<file path="src/design/timer_pkg.sv">
// Purpose: shared constants, mode type and decode helpers of the two-channel timer
// Assumes: byte-wide register port, 16-bit counter
// Notes: channel value registers have no reset value
package timer_pkg;
  // register map, byte addresses
  localparam logic [7:0] ADDR_STATUS = 8'h20;
  localparam logic [7:0] ADDR_COUNT_HIGH = 8'h21;
  localparam logic [7:0] ADDR_COUNT_LOW = 8'h22;
  localparam logic [7:0] ADDR_MOD_HIGH = 8'h23;
  localparam logic [7:0] ADDR_MOD_LOW = 8'h24;
  localparam logic [7:0] ADDR_CHAN0_CTRL = 8'h25;
  localparam logic [7:0] ADDR_CHAN0_HIGH = 8'h26;
  localparam logic [7:0] ADDR_CHAN0_LOW = 8'h27;
  localparam logic [7:0] ADDR_CHAN1_CTRL = 8'h28;
  localparam logic [7:0] ADDR_CHAN1_HIGH = 8'h29;
  localparam logic [7:0] ADDR_CHAN1_LOW = 8'h2a;

  // channel control field positions
  localparam int CTRL_FLAG_BIT = 7;
  localparam int CTRL_BUF_BIT = 5;
  localparam int CTRL_UNBUF_BIT = 4;
  localparam int CTRL_ELS_HI_BIT = 3;
  localparam int CTRL_ELS_LO_BIT = 2;
  localparam int CTRL_TOV_BIT = 1;
  localparam int CTRL_MAX_BIT = 0;

  // status field positions
  localparam int STAT_FLAG_BIT = 7;
  localparam int STAT_STOP_BIT = 5;
  localparam int STAT_RESET_BIT = 4;
  localparam int STAT_PS_LSB = 0;

  // values after reset, and the unused prescaler select
  localparam logic STOP_RESET = 1'b1;
  localparam logic [15:0] MOD_RESET = 16'hffff;
  localparam logic [2:0] PS_RESET = 3'h0;
  localparam logic [2:0] PS_UNUSED = 3'h7;

  // least time the pin must be stable before capture is enabled, in bus clocks
  localparam int PIN_STABLE_CYCLES = 2;

  // edge/level field encodings
  localparam logic [1:0] ELS_OFF = 2'h0;
  localparam logic [1:0] ELS_TOGGLE_RISE = 2'h1;
  localparam logic [1:0] ELS_CLEAR_FALL = 2'h2;
  localparam logic [1:0] ELS_SET_ANY = 2'h3;

  typedef enum logic [1:0] {
    MODE_PRESET,
    MODE_CAPTURE,
    MODE_COMPARE,
    MODE_BUFFERED
  } chan_mode_e;

  // channel function from the mode and edge/level bits
  function automatic chan_mode_e chan_mode(input logic buf_sel, input logic unbuf_sel,
                                           input logic [1:0] els);
    if (els == ELS_OFF) begin
      chan_mode = MODE_PRESET;
    end else if (buf_sel) begin
      chan_mode = MODE_BUFFERED;
    end else if (unbuf_sel) begin
      chan_mode = MODE_COMPARE;
    end else begin
      chan_mode = MODE_CAPTURE;
    end
  endfunction : chan_mode

  // prescaler tap: true when the low ps bits of the divider are all ones, never when ps is PS_UNUSED
  function automatic logic presc_tick(input logic [5:0] presc, input logic [2:0] ps);
    logic [5:0] mask;
    mask = 6'((7'h1 << ps) - 7'h1);
    presc_tick = (ps != PS_UNUSED) && ((presc & mask) == mask);
  endfunction : presc_tick
endpackage : timer_pkg

</file>
<file path="src/design/chan_pin_sync.sv">
// Purpose: two-stage synchroniser and edge detector for one channel pin
// Assumes: pin is asynchronous to clk_sys
// Notes: edges are one-cycle pulses, one to two cycles after the pin moves
`timescale 1ns/1ps
module chan_pin_sync (
  input wire logic clk_sys,
  input wire logic rst_n,
  input wire logic pin_in,
  output logic rise,
  output logic fall
);
  logic meta;
  logic stable;
  logic prev;

  // first stage feeds only the second
  always_ff @(posedge clk_sys or negedge rst_n) begin
    if (!rst_n) begin
      meta <= 1'b0;
      stable <= 1'b0;
      prev <= 1'b0;
    end else begin
      meta <= pin_in;
      stable <= meta;
      prev <= stable;
    end
  end

  // edges seen on the synchronised level
  assign rise = stable & ~prev;
  assign fall = ~stable & prev;
endmodule : chan_pin_sync

</file>
<file path="src/design/timer_channels.sv">
// Purpose: two-channel capture/compare/PWM timer with counter, modulo and register port
// Assumes: single clock clk_sys, byte register port with read data one cycle later
// Notes: channel 0 may run buffered, using both value registers alternately
//
// Local design decision: the plain strobed port.
`timescale 1ns/1ps
module timer_channels
  import timer_pkg::*;
#(
  parameter int CNT_W = 16
) (
  input wire logic clk_sys,
  input wire logic rst_n,
  input wire logic [7:0] addr,
  input wire logic [7:0] wr_data,
  input wire logic wr_en,
  input wire logic rd_en,
  output logic [7:0] rd_data,
  input wire logic [1:0] channel_pin_in,
  output logic [1:0] channel_pin_out,
  output logic [1:0] channel_pin_oe,
  output logic [1:0] channel_connected,
  output logic counter_overflow_flag
);
  if (CNT_W != 16) begin : g_width_check
    $error("timer_channels serves a 16-bit counter only");
  end

  // control state
  logic [1:0][1:0] els;
  logic [1:0] unbuffered_mode_sel;
  logic chan0_buffered_sel;
  logic [1:0] toggle_on_overflow;
  logic [1:0] force_full_duty;
  logic [1:0] full_duty_now;
  logic [1:0] channel_event_flag;
  logic [1:0] chan_flag_armed;
  logic ovf_flag_armed;
  logic stop;
  logic [2:0] presc_sel;
  logic [5:0] presc;
  logic [15:0] count;
  logic [15:0] modulo;
  logic [7:0] mod_high_hold;
  logic [7:0] count_low_latch;
  logic [1:0][15:0] chan_value;
  logic [1:0] capture_block;
  logic [1:0] compare_block;
  logic active_sel;
  logic [1:0] pin_rise;
  logic [1:0] pin_fall;

  // decoded strobes and events
  chan_mode_e [1:0] mode;
  logic [1:0][1:0] eff_els;
  logic tick;
  logic overflow;
  logic [1:0] capture_ev;
  logic [1:0] match;
  logic [1:0] is_compare;
  logic [1:0][15:0] compare_value;
  logic [1:0] compare_blocked;
  logic [7:0] next_rd_data;
  logic wr_ctrl0;
  logic wr_ctrl1;
  logic wr_status;
  logic counter_clear;

  assign wr_ctrl0 = wr_en && (addr == ADDR_CHAN0_CTRL);
  assign wr_ctrl1 = wr_en && (addr == ADDR_CHAN1_CTRL) && !chan0_buffered_sel;
  assign wr_status = wr_en && (addr == ADDR_STATUS);
  assign counter_clear = wr_status && wr_data[STAT_RESET_BIT];

  // pin synchronisers, one per channel
  for (genvar c = 0; c < 2; c++) begin : g_sync
    chan_pin_sync u_sync (
      .clk_sys(clk_sys),
      .rst_n(rst_n),
      .pin_in(channel_pin_in[c]),
      .rise(pin_rise[c]),
      .fall(pin_fall[c])
    );
  end

  // channel function and compare source decode
  always_comb begin
    eff_els[0] = els[0];
    eff_els[1] = chan0_buffered_sel ? ELS_OFF : els[1];
    mode[0] = chan_mode(chan0_buffered_sel, unbuffered_mode_sel[0], eff_els[0]);
    mode[1] = chan_mode(1'b0, unbuffered_mode_sel[1], eff_els[1]);
    compare_value[0] = chan0_buffered_sel ? chan_value[active_sel] : chan_value[0];
    compare_value[1] = chan_value[1];
    compare_blocked[0] = chan0_buffered_sel ? compare_block[active_sel] : compare_block[0];
    compare_blocked[1] = compare_block[1];
    for (int c = 0; c < 2; c++) begin
      is_compare[c] = chan0_buffered_sel ? (c == 0) : unbuffered_mode_sel[c];
      // a software-only compare still counts as compare mode when els is 00
      if (mode[c] == MODE_CAPTURE) begin
        is_compare[c] = 1'b0;
      end
      if (c == 1 && chan0_buffered_sel) begin
        is_compare[c] = 1'b0;
      end
      match[c] = tick && is_compare[c] && !compare_blocked[c]
                 && (count == compare_value[c]);
      capture_ev[c] = (mode[c] == MODE_CAPTURE) && !capture_block[c]
                      && ((eff_els[c] == ELS_TOGGLE_RISE && pin_rise[c])
                      || (eff_els[c] == ELS_CLEAR_FALL && pin_fall[c])
                      || (eff_els[c] == ELS_SET_ANY && (pin_rise[c] || pin_fall[c])));
    end
  end

  // prescaler and timer tick
  assign tick = !stop && presc_tick(presc, presc_sel);
  assign overflow = tick && (count == modulo);

  always_ff @(posedge clk_sys or negedge rst_n) begin
    if (!rst_n) begin
      presc <= 6'h0;
    end else if (counter_clear || stop) begin
      presc <= 6'h0;
    end else begin
      presc <= presc + 6'h1;
    end
  end

  // counter restarts from zero after reaching modulo
  always_ff @(posedge clk_sys or negedge rst_n) begin
    if (!rst_n) begin
      count <= 16'h0;
    end else if (counter_clear) begin
      count <= 16'h0;
    end else if (overflow) begin
      count <= 16'h0;
    end else if (tick) begin
      count <= count + 16'h1;
    end
  end

  // status and modulo registers
  always_ff @(posedge clk_sys or negedge rst_n) begin
    if (!rst_n) begin
      stop <= STOP_RESET;
      presc_sel <= PS_RESET;
      modulo <= MOD_RESET;
      mod_high_hold <= MOD_RESET[15:8];
    end else begin
      if (wr_status) begin
        stop <= wr_data[STAT_STOP_BIT];
        presc_sel <= wr_data[STAT_PS_LSB +: 3];
      end
      if (wr_en && addr == ADDR_MOD_HIGH) begin
        mod_high_hold <= wr_data;
      end
      if (wr_en && addr == ADDR_MOD_LOW) begin
        modulo <= {mod_high_hold, wr_data};
      end
    end
  end

  // overflow flag: read while set arms the clear, a new overflow wins
  always_ff @(posedge clk_sys or negedge rst_n) begin
    if (!rst_n) begin
      counter_overflow_flag <= 1'b0;
      ovf_flag_armed <= 1'b0;
    end else begin
      if (overflow) begin
        counter_overflow_flag <= 1'b1;
        ovf_flag_armed <= 1'b0;
      end else if (wr_status && !wr_data[STAT_FLAG_BIT] && ovf_flag_armed) begin
        counter_overflow_flag <= 1'b0;
        ovf_flag_armed <= 1'b0;
      end else if (rd_en && addr == ADDR_STATUS && counter_overflow_flag) begin
        ovf_flag_armed <= 1'b1;
      end
    end
  end

  // channel control registers
  always_ff @(posedge clk_sys or negedge rst_n) begin
    if (!rst_n) begin
      els <= '0;
      toggle_on_overflow <= 2'h0;
      unbuffered_mode_sel <= 2'h0;
      force_full_duty <= 2'h0;
      chan0_buffered_sel <= 1'b0;
    end else begin
      if (wr_ctrl0) begin
        chan0_buffered_sel <= wr_data[CTRL_BUF_BIT];
        unbuffered_mode_sel[0] <= wr_data[CTRL_UNBUF_BIT];
        els[0] <= {wr_data[CTRL_ELS_HI_BIT], wr_data[CTRL_ELS_LO_BIT]};
        toggle_on_overflow[0] <= wr_data[CTRL_TOV_BIT];
        force_full_duty[0] <= wr_data[CTRL_MAX_BIT];
      end
      if (wr_ctrl1) begin
        unbuffered_mode_sel[1] <= wr_data[CTRL_UNBUF_BIT];
        els[1] <= {wr_data[CTRL_ELS_HI_BIT], wr_data[CTRL_ELS_LO_BIT]};
        toggle_on_overflow[1] <= wr_data[CTRL_TOV_BIT];
        force_full_duty[1] <= wr_data[CTRL_MAX_BIT];
      end
    end
  end

  // channel flags: events win over a clear in the same cycle
  always_ff @(posedge clk_sys or negedge rst_n) begin
    if (!rst_n) begin
      channel_event_flag <= 2'h0;
      chan_flag_armed <= 2'h0;
    end else begin
      for (int c = 0; c < 2; c++) begin
        if (capture_ev[c] || match[c]) begin
          channel_event_flag[c] <= 1'b1;
          chan_flag_armed[c] <= 1'b0;
        end else if ((c == 0 ? wr_ctrl0 : wr_ctrl1) && !wr_data[CTRL_FLAG_BIT]
                     && chan_flag_armed[c]) begin
          channel_event_flag[c] <= 1'b0;
          chan_flag_armed[c] <= 1'b0;
        end else if (rd_en && channel_event_flag[c]
                     && addr == (c == 0 ? ADDR_CHAN0_CTRL : ADDR_CHAN1_CTRL)) begin
          chan_flag_armed[c] <= 1'b1;
        end
      end
    end
  end

  // channel value registers, no reset; a software write wins over a capture
  always_ff @(posedge clk_sys) begin
    for (int c = 0; c < 2; c++) begin
      if (wr_en && addr == (c == 0 ? ADDR_CHAN0_HIGH : ADDR_CHAN1_HIGH)) begin
        chan_value[c][15:8] <= wr_data;
      end else if (wr_en && addr == (c == 0 ? ADDR_CHAN0_LOW : ADDR_CHAN1_LOW)) begin
        chan_value[c][7:0] <= wr_data;
      end else if (capture_ev[c]) begin
        chan_value[c] <= count;
      end
    end
  end

  // byte-access locks on the value registers
  always_ff @(posedge clk_sys or negedge rst_n) begin
    if (!rst_n) begin
      capture_block <= 2'h0;
      compare_block <= 2'h0;
    end else begin
      for (int c = 0; c < 2; c++) begin
        if (rd_en && addr == (c == 0 ? ADDR_CHAN0_HIGH : ADDR_CHAN1_HIGH)
            && mode[c] == MODE_CAPTURE) begin
          capture_block[c] <= 1'b1;
        end else if (rd_en && addr == (c == 0 ? ADDR_CHAN0_LOW : ADDR_CHAN1_LOW)) begin
          capture_block[c] <= 1'b0;
        end
        if (wr_en && addr == (c == 0 ? ADDR_CHAN0_HIGH : ADDR_CHAN1_HIGH)) begin
          compare_block[c] <= 1'b1;
        end else if (wr_en && addr == (c == 0 ? ADDR_CHAN0_LOW : ADDR_CHAN1_LOW)) begin
          compare_block[c] <= 1'b0;
        end
      end
    end
  end

  // buffered active register and period-aligned full-duty bit
  always_ff @(posedge clk_sys or negedge rst_n) begin
    if (!rst_n) begin
      active_sel <= 1'b0;
      full_duty_now <= 2'h0;
    end else begin
      if (!chan0_buffered_sel) begin
        active_sel <= 1'b0;
      end else if (overflow) begin
        active_sel <= ~active_sel;
      end
      if (overflow) begin
        full_duty_now <= force_full_duty;
      end
    end
  end

  // pin output level, ownership and drive
  always_ff @(posedge clk_sys or negedge rst_n) begin
    if (!rst_n) begin
      channel_pin_out <= 2'h0;
      channel_pin_oe <= 2'h0;
      channel_connected <= 2'h0;
    end else begin
      for (int c = 0; c < 2; c++) begin
        channel_connected[c] <= (mode[c] != MODE_PRESET);
        channel_pin_oe[c] <= (mode[c] == MODE_COMPARE) || (mode[c] == MODE_BUFFERED);
        if (mode[c] == MODE_PRESET) begin
          channel_pin_out[c] <= ~unbuffered_mode_sel[c];
        end else if (mode[c] == MODE_CAPTURE) begin
          channel_pin_out[c] <= channel_pin_out[c];
        end else if (toggle_on_overflow[c] && full_duty_now[c]
                     && eff_els[c] == ELS_CLEAR_FALL) begin
          channel_pin_out[c] <= 1'b1;
        end else if (toggle_on_overflow[c] && overflow) begin
          channel_pin_out[c] <= ~channel_pin_out[c];
        end else if (match[c]) begin
          case (eff_els[c])
            ELS_TOGGLE_RISE: channel_pin_out[c] <= ~channel_pin_out[c];
            ELS_CLEAR_FALL: channel_pin_out[c] <= 1'b0;
            ELS_SET_ANY: channel_pin_out[c] <= 1'b1;
            default: channel_pin_out[c] <= channel_pin_out[c];
          endcase
        end
      end
    end
  end

  // counter low byte latched by a high-byte read
  always_ff @(posedge clk_sys or negedge rst_n) begin
    if (!rst_n) begin
      count_low_latch <= 8'h0;
    end else if (rd_en && addr == ADDR_COUNT_HIGH) begin
      count_low_latch <= count[7:0];
    end
  end

  // read mux, unmapped addresses read zero
  always_comb begin
    next_rd_data = 8'h0;
    case (addr)
      ADDR_STATUS: next_rd_data = {counter_overflow_flag, 1'b0, stop, 2'h0, presc_sel};
      ADDR_COUNT_HIGH: next_rd_data = count[15:8];
      ADDR_COUNT_LOW: next_rd_data = count_low_latch;
      ADDR_MOD_HIGH: next_rd_data = modulo[15:8];
      ADDR_MOD_LOW: next_rd_data = modulo[7:0];
      ADDR_CHAN0_CTRL: next_rd_data = {channel_event_flag[0], 1'b0, chan0_buffered_sel,
                                       unbuffered_mode_sel[0], els[0],
                                       toggle_on_overflow[0], force_full_duty[0]};
      ADDR_CHAN1_CTRL: next_rd_data = chan0_buffered_sel ? 8'h0 :
                                      {channel_event_flag[1], 2'h0, unbuffered_mode_sel[1],
                                       els[1], toggle_on_overflow[1], force_full_duty[1]};
      ADDR_CHAN0_HIGH: next_rd_data = chan_value[0][15:8];
      ADDR_CHAN0_LOW: next_rd_data = chan_value[0][7:0];
      ADDR_CHAN1_HIGH: next_rd_data = chan_value[1][15:8];
      ADDR_CHAN1_LOW: next_rd_data = chan_value[1][7:0];
      default: next_rd_data = 8'h0;
    endcase
  end

  // read data registered for the cycle after the strobe
  always_ff @(posedge clk_sys or negedge rst_n) begin
    if (!rst_n) begin
      rd_data <= 8'h0;
    end else if (rd_en) begin
      rd_data <= next_rd_data;
    end else begin
      rd_data <= 8'h0;
    end
  end
endmodule : timer_channels

</file>
<file path="config.mk">
export PLATFORM = sky130hd
export DESIGN_NAME = timer_channels
export DESIGN_NICKNAME = d
export VERILOG_FILES = /design/src/design/timer_pkg.sv /design/src/design/chan_pin_sync.sv /design/src/design/timer_channels.sv
export SDC_FILE = /design/constraint.sdc
export NUM_CORES = 1
export LEC_CHECK = 0
export ABC_AREA = 0
export BUFFER_PORTS_ARGS = -buffer_cell sky130_fd_sc_hd__buf_2
export CAP_MARGIN = 40
export CELL_PAD_IN_SITES_DETAIL_PLACEMENT = 1
export CELL_PAD_IN_SITES_GLOBAL_PLACEMENT = 1
export CORE_MARGIN = 2
export CORE_UTILIZATION = 35
export CTS_CLUSTER_DIAMETER = 150
export CTS_CLUSTER_SIZE = 30
export DETAILED_ROUTE_END_ITERATION = 8
export GPL_TIMING_DRIVEN = 0
export HOLD_SLACK_MARGIN = 0.12
export PLACE_DENSITY = 0.66
export SLEW_MARGIN = 20
export SYNTH_ARGS = -nofsm -noshare
export SYNTH_HDL_FRONTEND = slang
export SYNTH_SLANG_ARGS = --single-unit
</file>
<file path="constraint.sdc">
create_clock -name clk_sys -period 2.6 [get_ports clk_sys]
set_input_delay 0.13 -clock clk_sys [delete_from_list [all_inputs] [get_ports clk_sys]]
set_output_delay 0.13 -clock clk_sys [all_outputs]
set_load 0.02 [all_outputs]
</file>
* Word level (Yosys, flattened, before mapping)
Index checks and enable logic that the tools add are counted.
** Storage, ports and cells
- Register bits after elaboration :: 134
- Input bits :: 22
- Output and inout port bits :: 15
** Cells by class
- Shift-type cells :: 1
- Equal/unequal tests :: 33
- Bitwise operators :: 16
- Add/sub/neg operators :: 3
- Multiplexer cells :: 68
- Order comparisons :: 1
- Reduce and logical (&&, ||, !) cells :: 104
** Operators with widths (count)
- 16-bit two-way mux :: 8
- 8-bit by 6-bit equality test with 1-bit output (second input constant) :: 11
- 8-bit case mux with 11 select lines :: 1
- 8-bit two-way mux :: 8
- 1-bit logical AND :: 55
- 16-bit equality test :: 3
- 1-bit two-way mux :: 42
- 2-bit nonzero test :: 13
- 16-bit by 1-bit adder with 16-bit output (second input constant) :: 1
- 2-bit equality test (second input constant) :: 8
- 2-bit two-way mux :: 6
- 3-bit nonzero test :: 4
- 6-bit nonzero test :: 2
- 1-bit logical OR :: 11
- 1-bit inverter :: 11
- 2-bit by 1-bit equality test with 1-bit output (second input constant) :: 4
- 2-bit logical NOT :: 4
- 2-bit AND reduction :: 4
- 4-bit nonzero test :: 2
- 1-bit logical NOT :: 7
- 6-bit by 1-bit adder with 6-bit output (second input constant) :: 1
- 6-bit bitwise AND :: 1
- 6-bit equality test :: 1
- 6-bit two-way mux :: 1
- other kinds (9) :: 17

* Logic depth before layout (Yosys ltp)
- Depth after elaboration :: 14
- Gate-level depth with buffers :: 10
- Mapped depth without buffers :: 9

* Hierarchy
A second synthesis with hierarchy kept.
** Second synthesis, totals
- Cells, all modules :: 661
- Area total of the unflattened synthesis :: 7260.7 um^2
** By module, submodules not included
- timer_channels :: cells an instance 651, times used 1, area an instance 7080.5 um^2
- chan_pin_sync :: cells an instance 5, times used 2, area an instance 90.1 um^2

* Least setup slack after synthesis
No wires, ideal clock.
- Path type :: in2reg
- Start point :: input port addr[4]
- End point :: register chan_value[16] (netlist bit) (enable)
- Arrival :: 2025 ps
- Library setup time :: 385 ps
- Setup slack :: 190 ps
- Cell stages on the path :: 5
- Cell sequence :: nor4b_1 nand3b_1 nor2_2 nand2_1 a21boi_0
** Between the ends
- Word-level cells in the longest chain between the ends :: 4
- Elaborated cells on any way between the ends :: 7
** RTL lines
- start, declared :: line timer_channels.sv:14 : input wire logic [7:0] addr,
- 8-bit by 6-bit equality test with 1-bit output, on equally long branches :: line timer_channels.sv:231, timer_channels.sv:229
- 1-bit logical AND, on equally long branches :: line timer_channels.sv:231, timer_channels.sv:229
- 2-bit nonzero test (no source line) / 1-bit inverter (equally long branches)
- 2-bit AND reduction (no source line) (*)
- end signal, assigned by index :: line timer_channels.sv:230 : chan_value[c][15:8] <= wr_data;
- end signal, assigned by index :: line timer_channels.sv:232 : chan_value[c][7:0] <= wr_data;
- end signal, assigned by index :: line timer_channels.sv:234 : chan_value[c] <= count;
- end, declared :: line timer_channels.sv:46 : logic [1:0][15:0] chan_value;
Every way passes the cells marked *; elsewhere a longest branch is shown, timed or not.
A chain may end at the register's enable or synchronous reset.

* Final worst setup path
- Start point :: register chan0_buffered_sel
- End point :: register channel_pin_out[0]
** Between the ends
- Word-level cells in the longest chain between the ends :: 9
- Elaborated cells on any way between the ends :: 18
** RTL lines
- start, declared :: line timer_channels.sv:32 : logic chan0_buffered_sel;
- start signal, assigned :: line timer_channels.sv:189 : chan0_buffered_sel <= wr_data[CTRL_BUF_BIT];
- 2-bit two-way mux :: line timer_pkg.sv:60 : end else if (buf_sel) begin
- 2-bit two-way mux :: line timer_pkg.sv:58 : if (els == ELS_OFF) begin
- 2-bit by 1-bit equality test with 1-bit output :: line timer_channels.sv:98, timer_channels.sv:290
- 1-bit two-way mux :: line timer_channels.sv:98 : if (mode[c] == MODE_CAPTURE) begin
- 1-bit logical AND (2 in series) :: line timer_channels.sv:104 : match[c] = tick && is_compare[c] && !compare_blocked[c]
- 1-bit logical AND :: line timer_channels.sv:105 : && (count == compare_value[c]);
- 4-bit nonzero test (no source line)
- 3-bit AND reduction (no source line)
- end signal, assigned by index :: line timer_channels.sv:289 : channel_pin_out[c] <= ~unbuffered_mode_sel[c];
- end signal, assigned by index :: line timer_channels.sv:291 : channel_pin_out[c] <= channel_pin_out[c];
- end signal, assigned by index :: line timer_channels.sv:296 : channel_pin_out[c] <= ~channel_pin_out[c];
- end, declared :: line timer_channels.sv:20 : output logic [1:0] channel_pin_out,
Several ways; a longest one is shown, not always the timed one.

==> flow_metrics.env <==
export IMPL_netlist_area_leader_share_pct=26.6
export IMPL_hold_class="primary input to register"
export IMPL_clock_skew_final_ps=9.37
export IMPL_synth_area_per_cell_um2=10.7
export IMPL_hold_path_startpoint="wr_data[3]"
export IMPL_timing_final_setup_violations=0
export IMPL_grt_pass1_vias=6246
export IMPL_die_width_um=148
export IMPL_synthTopCellsByCount="77 x dfrtp_1, 72 x mux2_2, 52 x nand2_1, 49 x nor2_1"
export IMPL_net_count_synth=703
export IMPL_fillerInstances=2246
export IMPL_met2_wirelength_um=12000
export IMPL_cts_num_sinks=134
export IMPL_result_of_the_run="finished clean"
export IMPL_cell_leakage_power_nw=3.63
export IMPL_drt_iter0_markers=412
export IMPL_core_area_um2=20300
export IMPL_drv_slew=0
export IMPL_critical_path_endpoint_type="register"
export IMPL_final_antenna_violating_net_count=0
export IMPL_antenna_diode_count=0
export IMPL_biggest_fanout_along_the_worst_timing_path=10
export IMPL_io_buffer_count=30
export IMPL_synth_seq_area_share_pct=48.9
export IMPL_total_standard_cell_area_after_synthesis_um2=7250
export IMPL_post_synth_inst_count=675
export IMPL_min_delay_path_depth=2
export IMPL_netlist_top_cells_area="dfrtp_1 27%, edfxtp_1 13%, mux2_2 11%"
export IMPL_r2r_slack_ps=60
export IMPL_clkLatencyLatePin_ps=430
export IMPL_synth_edf_count=32
export IMPL_wl_met1_um=11400
export IMPL_start_util_pct=35.7
export IMPL_clockPowerShare_pct=41.5
export IMPL_pin_count=37
export IMPL_clock_period_minus_worst_slack_ps=2540
export IMPL_floorplan_rows=52
export IMPL_drt_total_wl_um=26000
export IMPL_timing_setup_tns_ps=0
export IMPL_power_report_internal_total_mw=4.24
export IMPL_fraction_of_synthesis_flops_using_an_asynchronous_set_or_reset_pin_pct=76.1
export IMPL_clock_tree_from_tritoncts="yes"
export IMPL_netSwitchingPower_mw=1.88
export IMPL_top_signal_layer_used="met4"
export IMPL_cts_buffers=17
export IMPL_first_pass_iters=7
export IMPL_pwr_density_cell_nw_per_um2=716
export IMPL_grt_setup_unrepaired="yes"
export IMPL_total_power_mw=6.12
export IMPL_post_synth_top_count_cell="dfrtp_1"
export IMPL_cts_path_max_buffers=2
export IMPL_clock_fmax_mhz=393
export IMPL_dr_total_vias=5928
export IMPL_power_share_sequential_pct=41.0
export IMPL_routedWlPerCell_um=25.6
export IMPL_grt_overflow_total=0
export IMPL_met3WireLength_um=1580
export IMPL_power_combinational_fraction_pct=17.5
export IMPL_power_share_switching_pct=30.7
export IMPL_worstReg2RegEnd="channel_pin_out[0]"
export IMPL_share_of_layout_cells_above_drive_strength_1_pct=29.2
export IMPL_place_hpwl_um=19000
export IMPL_maxCapViolCount=0
export IMPL_hold_end="els[3]"
export IMPL_globalplace_congestion=0.958
export IMPL_final_min_period_over_clock_period_pct=97.8
export IMPL_htreeDepth=4
export IMPL_synth_largest_area_cell="dfrtp_1"
export IMPL_max_slew_margin_pct=47.3
export IMPL_worstMarginPinSlew_ps=791
export IMPL_timing_hold_violations_final=0
export IMPL_initial_antenna_violation_count=0
export IMPL_die_h_um=148
export IMPL_die_area_um2=21900
export IMPL_cts_root_buffer="clkbuf_16"
export IMPL_clk_pin_slew_ps=60
export IMPL_final_net_count=761
export IMPL_critical_path_startpoint_type="register"
export IMPL_vdd_drop_max_mv=0.430
export IMPL_yosys_warnings=0
export IMPL_routed_via_density=5.83
export IMPL_critPathRequiredTime_ps=2920
export IMPL_timing_rr_start="chan0_buffered_sel"
export IMPL_critPathKind="register to register"
export IMPL_synth_flop_cell="dfrtp_1"
export IMPL_synth_lib_cells_used_distinct=71
export IMPL_globalRouteTotalUtil_pct=24.7
export IMPL_synth_seq_cells=134
export IMPL_area_growth_synth_to_final_pct=17.9
export IMPL_finalCoreUtilization_pct=42.1
export IMPL_grt_start_max_net_pins=53
export IMPL_worst_endpoint_arrival_ps=2860
export IMPL_grt_first_pass_wirelength_um=39500
export IMPL_route_detailed_drc=0
export IMPL_rr_worst_depth=9
## cells in the final DEF, fill, tap and decap left out, drive strengths merged, types with 11 or more instances in the layout
master / count
buf: 52
a21oi: 32
nand3: 13
nor2: 58
nand2b: 30
xnor2: 21
nand2: 54
xor2: 21
mux2: 72
a22oi: 14
nor4: 12
edfxtp: 32
clkbuf: 35
o21ai: 25
dfstp: 25
a31oi: 13
inv: 32
nand4: 11
dfrtp: 77
## power by group through the flow
stage               logic [mW]  clock network (mW)  registers [mW]
floorplan                0.658                   0            2.46
global placement         0.981                   0            2.50
detailed placement        1.04                   0            2.51
CTS                       1.05                2.56            2.50
global route              1.16                2.65            2.53
finish                    1.07                2.54            2.51
## what timing repair did
item,in CTS,in global routing
setup endpoints to repair,48,17
buffers inserted,2,1
hold endpoints to repair,85,0
pin swaps,2,2
resized for setup,11,13
hold buffers,4,0
## worst max-delay path by stage
stage	start	endpoint	slack, ps	cells past startpoint
after floorplan	addr[4]	chan_value[16]	190	5
after global placement	addr[4]	chan_value[22]	-1200	6
after detailed placement	addr[4]	chan_value[13]	-600	9
after CTS	chan0_buffered_sel	channel_pin_out[0]	-4	9
after global routing	count[9]	channel_pin_out[0]	-10	9
final	chan0_buffered_sel	channel_pin_out[0]	60	9
## logic make-up after synthesis
group,Yosys count,share of synthesized area (%)
DFF,134,48.9
buffers and inverters,63,3.54
and+or+nand+nor,208,15.4
muxes,82,12.6
AOI/OAI and AO/OA,140,13.5
xor gates and xnor gates,42,5.07
adders and majority gates,6,1.04
## sequential cells by signal, summed over array words and instances, names as in the netlist, 3 cells and up
name             flops
modulo              16
rd_data              8
presc_sel            3
presc                6
count               16
count_low_latch      8
chan_value          32
mod_high_hold        8
## final cells by class
class | instances | area (um^2) | share of cell area, %
multi-input combinational | 478 | 3520 | 41.2
clock inverter | 14 | 175 | 2.05
timing repair buffer | 44 | 292 | 3.41
clock buffer | 18 | 429 | 5.02
tap | 270 | 338 | 3.95
buffer | 29 | 138 | 1.61
sequential | 134 | 3540 | 41.5
inverter | 29 | 113 | 1.32
## stage by stage
stage,std cells,hold slack (ps),area [um^2],setup slack (ps)
2_1_floorplan,675,-166,7250,190
3_3_place_gp,975,238,7740,-1200
3_5_place_dp,982,138,7820,-603
4_1_cts,1018,133,8510,-3.63
5_1_grt,1016,150,8550,-13.0
6_report,1016,140,8550,57.9
## worst max-delay path, cell delays in order, from the launching register on
cell	delay [ps]
dfrtp_1	320
buf_4	170
and2_4	240
buf_4	220
nand2_1	70
a32oi_1	330
nand4_1	280
nor4_4	480
o22ai_1	120
a22o_1	190
## metal layers
layer | up-vias | global-route usage, %
li1 | 2584 | -
met1 | 3065 | 33.1
met2 | 217 | 39.1
met3 | 62 | 4.54
met4 | 0 | 11.2
met5 | - | 0
(Power assumes the default switching activity.)
